`src/shared/pb_pkg.sv`:
```
// Constants, register map and shared types of the push button input channel
package pb_pkg;
   // Time base
   localparam int unsigned CLK_HZ = 100_000_000;
   localparam int unsigned MS_PER_S = 1000;
   localparam int unsigned CYCLES_PER_MS = CLK_HZ / MS_PER_S;
   localparam int unsigned S_PER_MIN = 60;
   localparam int unsigned DEB_MS_TAB [8] = '{30, 50, 80, 100, 200, 1000, 5000, 10000};
   localparam int unsigned PRESS_BASE_MS = 300;
   localparam int unsigned PRESS_STEP_MS = 100;
   localparam int unsigned RET_DELAY_S [8] = '{0, 0, 5, 10, 15, 0, 0, 0};
   localparam int unsigned CYC_MAX_MIN = 60;
   localparam int unsigned OBJ_NUM = 3;
   // Register byte offsets
   localparam logic [7:0] ADDR_CTRL = 8'h00;
   localparam logic [7:0] ADDR_OBJCFG = 8'h04;
   localparam logic [7:0] ADDR_BLOCK = 8'h08;
   localparam logic [7:0] ADDR_STATUS = 8'h0C;
   localparam logic [7:0] ADDR_MASK = 8'h10;
   localparam logic [7:0] ADDR_STATE = 8'h14;
   // Reset values and writable bits
   localparam logic [31:0] CTRL_RESET = 32'h0101_0011;
   localparam logic [31:0] CTRL_WMASK = 32'h033F_777F;
   localparam logic [31:0] OBJCFG_RESET = 32'h0000_0000;
   localparam logic [31:0] OBJCFG_WMASK = 32'h00FF_FFFF;
   // Status bit positions
   localparam int unsigned ST_RISE = 0;
   localparam int unsigned ST_FALL = 1;
   localparam int unsigned ST_SHORT = 2;
   localparam int unsigned ST_LONG = 3;
   localparam int unsigned ST_DOUBLE = 4;
   localparam int unsigned ST_TX = 5;
   localparam int unsigned ST_BLOCK = 6;
   localparam int unsigned ST_BUSRET = 7;
   localparam int unsigned ST_BITS = 8;
   // Per-object mode encodings
   localparam logic [1:0] CYC_NEVER = 2'h0;
   localparam logic [1:0] CYC_ALWAYS = 2'h1;
   localparam logic [1:0] CYC_HIGH = 2'h2;
   localparam logic [1:0] CYC_LOW = 2'h3;
   localparam logic [2:0] RET_NONE = 3'h0;
   localparam logic [2:0] RET_NOW = 3'h1;
   localparam logic [2:0] RET_5S = 3'h2;
   localparam logic [2:0] RET_15S = 3'h4;
   localparam logic [1:0] RESP_IGNORE = 2'h0;
   localparam logic [1:0] RESP_NONE = 2'h1;
   localparam logic [1:0] RESP_RISE = 2'h2;
   localparam logic [1:0] RESP_FALL = 2'h3;

   typedef struct packed {
      logic [5:0] rsv_hi;
      logic [1:0] obj_count;
      logic [1:0] rsv_c;
      logic [5:0] cyc_min;
      logic rsv_b;
      logic [2:0] dbl_sel;
      logic rsv_a;
      logic [2:0] long_sel;
      logic rsv_0;
      logic [2:0] deb_sel;
      logic blk_inv;
      logic blk_en;
      logic opening;
      logic chan_en;
   } ctrl_t;

   typedef struct packed {
      logic rel_update;
      logic [1:0] set_resp;
      logic [2:0] ret_mode;
      logic [1:0] cyc_mode;
   } obj_cfg_t;

   typedef struct packed {
      logic dbl;
      logic lng;
      logic shrt;
      logic fall;
      logic rise;
   } chan_evt_t;

   typedef enum logic [2:0] {
      C_RISE = 3'h0,
      C_FALL = 3'h1,
      C_SHORT = 3'h2,
      C_LONG = 3'h3,
      C_DOUBLE = 3'h4,
      C_CYCLIC = 3'h5,
      C_UPDATE = 3'h6
   } cause_t;

   typedef enum logic [3:0] {
      PS_IDLE = 4'h1,
      PS_PRESS = 4'h2,
      PS_WAIT = 4'h4,
      PS_HELD = 4'h8
   } press_st_t;
endpackage : pb_pkg

```
`src/rtl/pb_channel.sv`:
```
// Push button input channel: debounce, press classes, telegram scheduling, registers
//
// Summary of operation
// (RULE1) Each object sends cyclically never, always, only on input high, or low.
// (RULE2) One cycle period of 1 to 60 minutes is shared by all objects.
// (RULE3) After bus supply returns, send nothing, update now, or after 5/10/15 s.
// (RULE4) Block setting: ignore, no response, act as rising or falling edge.
// (RULE5) Block release: stay silent or send an update, per object.
// (RULE6) No cyclic telegrams while the channel is blocked.
// (RULE7) New input level accepted after stable for selected debounce time.
// (RULE8) Opening contact inverts the sensed level to derive pressed.
// (RULE9) Press held at least the long threshold (300 ms to 1 s) is long.
// (RULE10) Second click starting inside the double-click window makes a double-click.
// (RULE11) One, two or three output objects are in use per channel.
// (RULE12) Disabled block function ignores the block value and all responses.
// (RULE13) Standard polarity: 1 blocks; inverted polarity: 0 blocks.
// (RULE14) Press and double-click times run from debounced edges on a ms tick.
`timescale 1ns/1ps
module pb_channel
   import pb_pkg::*;
#(
   parameter int unsigned TICK_CYCLES = CYCLES_PER_MS
)(
   input wire logic clk_i,
   input wire logic rst_i,
   input wire logic [7:0] adr_i,
   input wire logic [31:0] dat_i,
   input wire logic [3:0] sel_i,
   input wire logic we_i,
   input wire logic cyc_i,
   input wire logic stb_i,
   output logic [31:0] dat_o,
   output logic ack_o,
   input wire logic contact_i,
   input wire logic bus_supply_i,
   output logic [2:0] tx_req_o,
   output cause_t [2:0] tx_cause_o,
   output logic pressed_o,
   output logic blocked_o,
   output logic irq_o
);
   ctrl_t ctrl;
   logic [31:0] obj_cfg;
   logic blk_val;
   logic [ST_BITS-1:0] status;
   logic [ST_BITS-1:0] mask;
   logic [ST_BITS-1:0] st_set;
   logic wb_req;
   logic wb_wr;
   logic wb_rd;

   logic [16:0] tick_cnt;
   logic ms_tick;
   logic [9:0] ms_cnt;
   logic sec_tick;
   logic [5:0] sec_cnt;
   logic min_tick;
   logic [5:0] min_cnt;
   logic [5:0] cyc_min;
   logic cyc_tick;

   logic sense;
   logic pressed;
   logic [13:0] deb_cnt;
   logic [13:0] deb_ms;
   logic pressed_d;
   logic rise;
   logic fall;

   press_st_t pst;
   press_st_t next_pst;
   logic [10:0] press_ms;
   logic [10:0] long_ms;
   logic [10:0] dbl_ms;
   logic restart_t;
   chan_evt_t evt;

   logic block_act;
   logic block_d;
   logic blk_set;
   logic blk_clr;
   logic supply_d;
   logic bus_ret;
   logic [1:0] obj_count;

   function automatic logic [31:0] merge(input logic [31:0] old, input logic [31:0] wr,
                                         input logic [3:0] be);
      logic [31:0] res;
      res = old;
      for (int b = 0; b < 4; b++) begin
         if (be[b]) begin
            res[8*b +: 8] = wr[8*b +: 8];
         end
      end
      return res;
   endfunction : merge

   // Wishbone classic slave: ack one cycle after the strobe, dropped the next
   assign wb_req = cyc_i & stb_i & ~ack_o;
   assign wb_wr = wb_req & we_i;
   assign wb_rd = wb_req & ~we_i;

   always_ff @(posedge clk_i) begin
      if (rst_i) begin
         ack_o <= 1'b0;
      end else begin
         ack_o <= wb_req;
      end
   end

   always_ff @(posedge clk_i) begin
      if (rst_i) begin
         dat_o <= 32'h0000_0000;
      end else if (wb_rd) begin
         unique case (adr_i)
            ADDR_CTRL: dat_o <= ctrl;
            ADDR_OBJCFG: dat_o <= obj_cfg;
            ADDR_BLOCK: dat_o <= {{31{1'b0}}, blk_val};
            ADDR_STATUS: dat_o <= {{(32-ST_BITS){1'b0}}, status};
            ADDR_MASK: dat_o <= {{(32-ST_BITS){1'b0}}, mask};
            ADDR_STATE: dat_o <= {{29{1'b0}}, blocked_o, pressed, sense};
            default: dat_o <= 32'h0000_0000;
         endcase
      end
   end

   always_ff @(posedge clk_i) begin
      if (rst_i) begin
         ctrl <= CTRL_RESET;
         obj_cfg <= OBJCFG_RESET;
         mask <= '0;
         blk_val <= 1'b0;
      end else if (wb_wr) begin
         if (adr_i == ADDR_CTRL) begin
            ctrl <= merge(ctrl, dat_i, sel_i) & CTRL_WMASK;
         end
         if (adr_i == ADDR_OBJCFG) begin
            obj_cfg <= merge(obj_cfg, dat_i, sel_i) & OBJCFG_WMASK;
         end
         if (adr_i == ADDR_MASK && sel_i[0]) begin
            mask <= dat_i[ST_BITS-1:0];
         end
         if (adr_i == ADDR_BLOCK && sel_i[0]) begin
            blk_val <= dat_i[0];
         end
      end
   end

   // Time base: millisecond, second and minute ticks, free running
   always_ff @(posedge clk_i) begin
      if (rst_i || ms_tick) begin
         tick_cnt <= '0;
      end else begin
         tick_cnt <= tick_cnt + 17'h0_0001;
      end
   end
   assign ms_tick = tick_cnt == 17'(TICK_CYCLES - 1); // see (RULE14)

   always_ff @(posedge clk_i) begin
      if (rst_i || sec_tick) begin
         ms_cnt <= '0;
      end else if (ms_tick) begin
         ms_cnt <= ms_cnt + 10'h001;
      end
   end
   assign sec_tick = ms_tick && ms_cnt == 10'(MS_PER_S - 1);

   always_ff @(posedge clk_i) begin
      if (rst_i || min_tick) begin
         sec_cnt <= '0;
      end else if (sec_tick) begin
         sec_cnt <= sec_cnt + 6'h01;
      end
   end
   assign min_tick = sec_tick && sec_cnt == 6'(S_PER_MIN - 1);

   // Period of zero is taken as one minute, above sixty as sixty
   always_comb begin
      cyc_min = ctrl.cyc_min;
      if (ctrl.cyc_min == 6'h00) begin
         cyc_min = 6'h01;
      end else if (ctrl.cyc_min > 6'(CYC_MAX_MIN)) begin
         cyc_min = 6'(CYC_MAX_MIN);
      end
   end

   always_ff @(posedge clk_i) begin
      if (rst_i || cyc_tick) begin
         min_cnt <= '0;
      end else if (min_tick) begin
         min_cnt <= min_cnt + 6'h01;
      end
   end
   assign cyc_tick = min_tick && min_cnt >= cyc_min - 6'h01; // see (RULE2)

   // Debounce of the contact, counted in ms ticks while the level differs
   assign sense = contact_i ^ ctrl.opening; // see (RULE8)
   assign deb_ms = 14'(DEB_MS_TAB[ctrl.deb_sel]);

   always_ff @(posedge clk_i) begin
      if (rst_i) begin
         pressed <= 1'b0;
         deb_cnt <= '0;
      end else if (sense == pressed) begin
         deb_cnt <= '0;
      end else if (ms_tick) begin
         if (deb_cnt + 14'h0001 >= deb_ms) begin
            pressed <= sense; // see (RULE7)
            deb_cnt <= '0;
         end else begin
            deb_cnt <= deb_cnt + 14'h0001;
         end
      end
   end

   always_ff @(posedge clk_i) begin
      if (rst_i) begin
         pressed_d <= 1'b0;
      end else begin
         pressed_d <= pressed;
      end
   end
   assign rise = ctrl.chan_en & pressed & ~pressed_d;
   assign fall = ctrl.chan_en & ~pressed & pressed_d;

   // Press classification
   assign long_ms = 11'(PRESS_BASE_MS + PRESS_STEP_MS * ctrl.long_sel);
   assign dbl_ms = 11'(PRESS_BASE_MS + PRESS_STEP_MS * ctrl.dbl_sel);

   always_comb begin
      next_pst = pst;
      restart_t = 1'b0;
      evt = '0;
      evt.rise = rise;
      evt.fall = fall;
      unique case (pst)
         PS_IDLE: begin
            if (rise) begin
               next_pst = PS_PRESS;
               restart_t = 1'b1; // see (RULE14)
            end
         end
         PS_PRESS: begin
            if (fall) begin
               next_pst = PS_WAIT;
            end else if (press_ms >= long_ms) begin
               evt.lng = 1'b1; // see (RULE9)
               next_pst = PS_HELD;
            end
         end
         PS_WAIT: begin
            if (press_ms >= dbl_ms) begin
               evt.shrt = 1'b1; // see (RULE9)
               next_pst = rise ? PS_PRESS : PS_IDLE;
               restart_t = rise;
            end else if (rise) begin
               evt.dbl = 1'b1; // see (RULE10)
               next_pst = PS_HELD;
            end
         end
         PS_HELD: begin
            if (fall) begin
               next_pst = PS_IDLE;
            end
         end
         default: next_pst = PS_IDLE;
      endcase
      if (!ctrl.chan_en) begin
         next_pst = PS_IDLE;
         evt = '0;
      end
   end

   always_ff @(posedge clk_i) begin
      if (rst_i) begin
         pst <= PS_IDLE;
      end else begin
         pst <= next_pst;
      end
   end

   // Saturates well above the longest window
   always_ff @(posedge clk_i) begin
      if (rst_i || restart_t) begin
         press_ms <= '0;
      end else if (ms_tick && press_ms != 11'h7FF) begin
         press_ms <= press_ms + 11'h001;
      end
   end

   // Block function
   assign block_act = ctrl.blk_en & (blk_val ^ ctrl.blk_inv); // see (RULE12) (RULE13)

   always_ff @(posedge clk_i) begin
      if (rst_i) begin
         block_d <= 1'b0;
         supply_d <= 1'b0;
      end else begin
         block_d <= block_act;
         supply_d <= bus_supply_i;
      end
   end
   assign blk_set = ctrl.chan_en & block_act & ~block_d;
   assign blk_clr = ctrl.chan_en & ~block_act & block_d;
   assign bus_ret = ctrl.chan_en & bus_supply_i & ~supply_d;
   assign blocked_o = block_d;
   assign pressed_o = pressed_d;

   // Objects in use; a count of zero is taken as one
   assign obj_count = ctrl.obj_count == 2'h0 ? 2'h1 : ctrl.obj_count;

   for (genvar i = 0; i < OBJ_NUM; i++) begin : g_obj
      obj_sched u_obj (
         .clk_i(clk_i),
         .rst_i(rst_i),
         .in_use_i(ctrl.chan_en && 2'(i) < obj_count), // see (RULE11)
         .level_i(pressed),
         .blocked_i(block_act), // see (RULE6)
         .cyc_tick_i(cyc_tick),
         .sec_tick_i(sec_tick),
         .bus_ret_i(bus_ret),
         .blk_set_i(blk_set),
         .blk_clr_i(blk_clr),
         .cfg_i(obj_cfg[8*i +: 8]),
         .evt_i(evt),
         .tx_req_o(tx_req_o[i]),
         .tx_cause_o(tx_cause_o[i])
      );
   end

   // Sticky status; a read clears it, but an event in the same cycle survives
   always_comb begin
      st_set = '0;
      st_set[ST_RISE] = evt.rise;
      st_set[ST_FALL] = evt.fall;
      st_set[ST_SHORT] = evt.shrt;
      st_set[ST_LONG] = evt.lng;
      st_set[ST_DOUBLE] = evt.dbl;
      st_set[ST_TX] = |tx_req_o;
      st_set[ST_BLOCK] = blk_set | blk_clr;
      st_set[ST_BUSRET] = bus_ret;
   end

   always_ff @(posedge clk_i) begin
      if (rst_i) begin
         status <= '0;
      end else if (wb_rd && adr_i == ADDR_STATUS) begin
         status <= st_set;
      end else begin
         status <= status | st_set;
      end
   end

   assign irq_o = |(status & mask);
endmodule : pb_channel

```
`src/rtl/obj_sched.sv`:
```
// Telegram scheduler of one output object of the input channel
`timescale 1ns/1ps
module obj_sched
   import pb_pkg::*;
(
   input wire logic clk_i,
   input wire logic rst_i,
   input wire logic in_use_i,
   input wire logic level_i,
   input wire logic blocked_i,
   input wire logic cyc_tick_i,
   input wire logic sec_tick_i,
   input wire logic bus_ret_i,
   input wire logic blk_set_i,
   input wire logic blk_clr_i,
   input wire obj_cfg_t cfg_i,
   input wire chan_evt_t evt_i,
   output logic tx_req_o,
   output cause_t tx_cause_o
);
   logic [3:0] ret_cnt;
   logic ret_pend;
   logic ignore_blk;
   logic held;
   logic ret_fire;
   logic cyc_ok;
   logic next_req;
   cause_t next_cause;

   assign ignore_blk = cfg_i.set_resp == RESP_IGNORE;
   assign held = blocked_i & ~ignore_blk;

   always_ff @(posedge clk_i) begin
      if (rst_i) begin
         ret_pend <= 1'b0;
         ret_cnt <= 4'h0;
      end else if (bus_ret_i) begin
         ret_pend <= cfg_i.ret_mode >= RET_5S && cfg_i.ret_mode <= RET_15S; // see (RULE3)
         ret_cnt <= 4'(RET_DELAY_S[cfg_i.ret_mode]);
      end else if (ret_pend && sec_tick_i) begin
         ret_pend <= ret_cnt != 4'h1;
         ret_cnt <= ret_cnt - 4'h1;
      end
   end

   assign ret_fire = (bus_ret_i && cfg_i.ret_mode == RET_NOW) ||
                     (ret_pend && sec_tick_i && ret_cnt == 4'h1); // see (RULE3)

   always_comb begin
      unique case (cfg_i.cyc_mode) // see (RULE1)
         CYC_NEVER: cyc_ok = 1'b0;
         CYC_ALWAYS: cyc_ok = 1'b1;
         CYC_HIGH: cyc_ok = level_i;
         CYC_LOW: cyc_ok = ~level_i;
      endcase
   end

   // One telegram per cycle; simultaneous causes resolve by this order
   always_comb begin
      next_req = 1'b1;
      next_cause = C_UPDATE;
      if (blk_set_i && cfg_i.set_resp == RESP_RISE) begin
         next_cause = C_RISE; // see (RULE4)
      end else if (blk_set_i && cfg_i.set_resp == RESP_FALL) begin
         next_cause = C_FALL; // see (RULE4)
      end else if (blk_clr_i && !ignore_blk && cfg_i.rel_update) begin
         next_cause = C_UPDATE; // see (RULE5)
      end else if (ret_fire) begin
         next_cause = C_UPDATE;
      end else if (!held && evt_i.rise) begin
         next_cause = C_RISE; // see (RULE4)
      end else if (!held && evt_i.fall) begin
         next_cause = C_FALL;
      end else if (!held && evt_i.shrt) begin
         next_cause = C_SHORT;
      end else if (!held && evt_i.lng) begin
         next_cause = C_LONG;
      end else if (!held && evt_i.dbl) begin
         next_cause = C_DOUBLE;
      end else if (cyc_tick_i && cyc_ok && !blocked_i) begin
         next_cause = C_CYCLIC; // see (RULE6)
      end else begin
         next_req = 1'b0;
      end
   end

   always_ff @(posedge clk_i) begin
      if (rst_i) begin
         tx_req_o <= 1'b0;
         tx_cause_o <= C_RISE;
      end else begin
         tx_req_o <= in_use_i & next_req; // see (RULE11)
         if (next_req) begin
            tx_cause_o <= next_cause;
         end
      end
   end
endmodule : obj_sched

```
`config.mk`:
```
export PLATFORM = sky130hd
export DESIGN_NAME = pb_channel
export DESIGN_NICKNAME = d
export VERILOG_FILES = /design/src/shared/pb_pkg.sv /design/src/rtl/pb_channel.sv /design/src/rtl/obj_sched.sv
export SDC_FILE = /design/constraint.sdc
export NUM_CORES = 1
export LEC_CHECK = 0
export ABC_AREA = 1
export CAP_MARGIN = 20
export CORE_MARGIN = 2
export CORE_UTILIZATION = 30
export CTS_BUF_LIST = sky130_fd_sc_hd__clkbuf_8 sky130_fd_sc_hd__clkbuf_16
export CTS_CLUSTER_SIZE = 25
export DETAILED_ROUTE_END_ITERATION = 8
export DONT_BUFFER_PORTS = 1
export SLEW_MARGIN = 20
export SYNTH_ARGS = -nofsm -noshare
export SYNTH_HDL_FRONTEND = slang
export SYNTH_HIERARCHICAL = 1
export SYNTH_SLANG_ARGS = --single-unit
```
`constraint.sdc`:
```
create_clock -name clk_i -period 3.07 [get_ports clk_i]
set_input_delay 0.1535 -clock clk_i [delete_from_list [all_inputs] [get_ports clk_i]]
set_output_delay 0.1535 -clock clk_i [all_outputs]
set_load 0.03 [all_outputs]
```
==> results.md <==
- TritonCTS clock tree: done
- Crit Path Class: reg2reg
- Synth area leaders: dfxtp_1 33%, nand2_1 12%, ha_1 8.0%, inv_1 6.5%, a21oi_1 6.3%
- Vias in the first global route: 10500
- I/O pins: 99
- WL per Instance: 14.6 um
- Synth top area share: 0.333
- Multi-input gate area: 0.00693 mm^2
- Hold Vio Cnt, Final: 12
- P_sw: 1330 uW
- Sequential-to-total area share from yosys stat: 0.333
- Sequential cell area: 0.00377 mm^2
- Seq pwr share: 0.492
- Number of enable flip-flop cells after synthesis: 0
- Worst slew pin tran: 0.789 ns
- Fmax achieved: 0.313 GHz
- First-pass GRT wire length: 52900 um
- Hold buffers post-CTS: 91
- Final worst slack: -0.124 ns
- Synthesis Warnings: 6
- Remaining DRCs: 0
- Violated checks: negative hold slack, negative setup slack
- Detailed-router iteration count before antenna repair: 5
- Hold_ws: -0.193 ns
- Worst Path Max Fanout: 6
- Clock sinks: 188
- H-tree Lvls: 4
- Comb power frac: 0.055
- Synth Flop Type: dfxtp_1
- Antenna cells: 0
- IO Port Bufs: 0
- DRT Wirelength: 33200 um
- Tot Pwr: 5070 uW
- Cell variety after synth: 58
- Hold Path Class: in2reg
- Clock share of power: 0.454
- Detailed router's first-iteration violation count: 765
- WP data arrival: 3.58 ns
- Yosys top cell by area: dfxtp_1
- Root buffer cell: clkbuf_16
- Nets@finish: 1877
- Die area: 0.0392 mm^2
- Pins over their slew limit: 0
- Placed cells: 2143
- Setup crit start kind: flop
- CP dominant cell by count: ha_4
- Total track usage: 0.170
- Die W: 198 um
- Core Rows: 71
- Filler Cell Count: 3870
- Largest net degree at the start of global routing: 81
- Post-route ant nets: 0
- # setup viols final: 12
- Post-detail-place hpwl: 24600 um
- Clock Skew: 0.0183 ns
- Post-synth ARST share: 0
- Worst setup EP type: flop
- Layout cells sized above 1: 0.170
- Clock Pin Slew Worst Setup and Hold Paths: 0.09 ns
- Peak supply drop: 0.000330 V
- Via count: 10900
- Max stage delay on crit path: 0.34 ns
- Power Dens Cells: 357 mW/mm^2
- Commonest cells post-synth: 365 x nand2_1, 195 x inv_1, 188 x dfxtp_1, 147 x nor2_1, 142 x a21oi_1
- Clock insertion delay at the later pin of the skew report: 0.45 ns
- Mapped Area: 0.0113 mm^2
- CP max-delay cell: dfxtp_2
- Tcrit/Tclk final: 1.04
- Slew margin rel.: 0.470
- CP Cell Sequence: inv_2, ha_4, inv_4, ha_4, ha_4, inv_2, xor2_1, ha_1, nand2_1, nand2_1, a21oi_2, nand4_1, nand3_2, clkinv_4, o21ai_4, nand2_2, nor2_4, nand3_1, a21oi_2
- Vias/cell: 4.79
- Switching Share: 0.262
- Area delta synth->final: 25.5%
- Max Buffers Root-to-Sink: 2
- Die extent in y: 198 um
- Synth Register Bits: 188
- Gr ovfl total: 0
- CTS Buf Count: 17
- Final core occ: 0.379
- Leak: 0.00591 uW
- Core footprint: 0.0374 mm^2
- RSZ-0062 raised after global routing: true
- Max cap viols: 0
- Layout Cells excl Fill: 2278
- Most common cell in the netlist: nand2_1
- Outcome: finished with violations
- Syn Area/Cell: 7.01 um^2
- Fin Setup TNS: -0.885 ns
- Placer Congestion: 0.905
- CP Buf/Inv Count: 4
- Required @ worst endpoint: 3.46 ns
- Initial antenna violation count: 2
- Power Internal: 3740 uW
- Delay-heaviest family, CP: adder cells
- Fin crit period: 3.19 ns
- Mapped Cells: 1611
- Starting Density: 0.302
-- power by group through the flow --
stage | logic (uW) | clock network [uW] | registers [uW]
2_1_floorplan | 201 | 0 | 2540
5_1_grt | 314 | 2430 | 2500
3_5_place_dp | 232 | 0 | 2550
3_3_place_gp | 226 | 0 | 2550
6_report | 276 | 2300 | 2490
4_1_cts | 274 | 2330 | 2490
-- stage by stage --
stage	worst slack (ns)	cell area (um^2)
finish	-0.124	14200
global route	-0.274	14200
CTS	0.00162	13900
detailed placement	-0.255	12100
global placement	-0.152	12100
floorplan	0.00489	11300
-- per-layer routing --
| layer | routed length [um] | part of all wire | track usage |
|---|---|---|---|
| met1 | 14800 | 0.45 | 0.217 |
| met2 | 15000 | 0.45 | 0.276 |
| met3 | 2510 | 0.076 | 0.0458 |
| met4 | 881 | 0.027 | 0.0579 |
| met5 | 0 | 0 | 0 |
-- cell families after synthesis --
kind of cell	count (synthesis)	share of synthesized area
and+or+nand+nor	745	0.304
other	1	0.000332
buffers and inverters	252	0.0913
DFF	188	0.333
adders and majority gates	72	0.0797
xor gates and xnor gates	49	0.0380
AOI/OAI and AO/OA	304	0.154
-- state kept, by name, indices dropped and copies added, names as in the netlist --
register and cells:
status 8, blk_val 1, g_obj.u_obj/ret_pend 3, pressed_o 1, g_obj.u_obj/tx_cause_o 9, g_obj.u_obj/tx_req_o 3, tick_cnt 17, pst 4
pressed 1, blocked_o 1, ctrl 21, mask 8, press_ms 11, ms_cnt 10, deb_cnt 14, g_obj.u_obj/ret_cnt 12
ack_o 1, sec_cnt 6, obj_cfg 24, dat_o 26, min_cnt 6, supply_d 1
-- timing repair --
action / in CTS / in global routing
gates resized for setup: 46 / 68
setup endpoints to repair: 13 / 25
setup buffers: 8 / 5
endpoints found under the hold margin: 122 / 12
pin swaps: 18 / 36
-- layout make-up --
class,count,area share
Multi-Input combinational cell,1176,0.489
Clock inverter,15,0.0120
Clock buffer,17,0.0300
Timing Repair Buffer,157,0.0997
Tap cell,511,0.0451
Sequential cell,188,0.266
Inverter,214,0.0585
-- worst paths after layout --
kind                           from                                   endpoint  slack (ns)  depth (start not counted)
max           ctrl[13]$_SDFFE_PP0P_  g_obj[2].u_obj/tx_cause_o[2]$_SDFFE_PP0P_       -0.12                         19
min                           rst_i  g_obj[2].u_obj/tx_cause_o[2]$_SDFFE_PP0P_       -0.19                          1
max reg2reg   ctrl[13]$_SDFFE_PP0P_  g_obj[2].u_obj/tx_cause_o[2]$_SDFFE_PP0P_       -0.12                         19
min reg2reg  tick_cnt[0]$_SDFF_PP0_                     tick_cnt[0]$_SDFF_PP0_        0.45                          1
-- cell usage in the layout, fill, tap and decap left out, drive strengths merged, types with 66 or more instances in the layout --
master / count
nand2: 389
inv: 218
dfxtp: 188
nor2: 184
a21oi: 142
o21ai: 114
nand3: 98
dlygate4sd3: 91
ha: 72
buf: 66
Power figures use the tool's default switching activity.
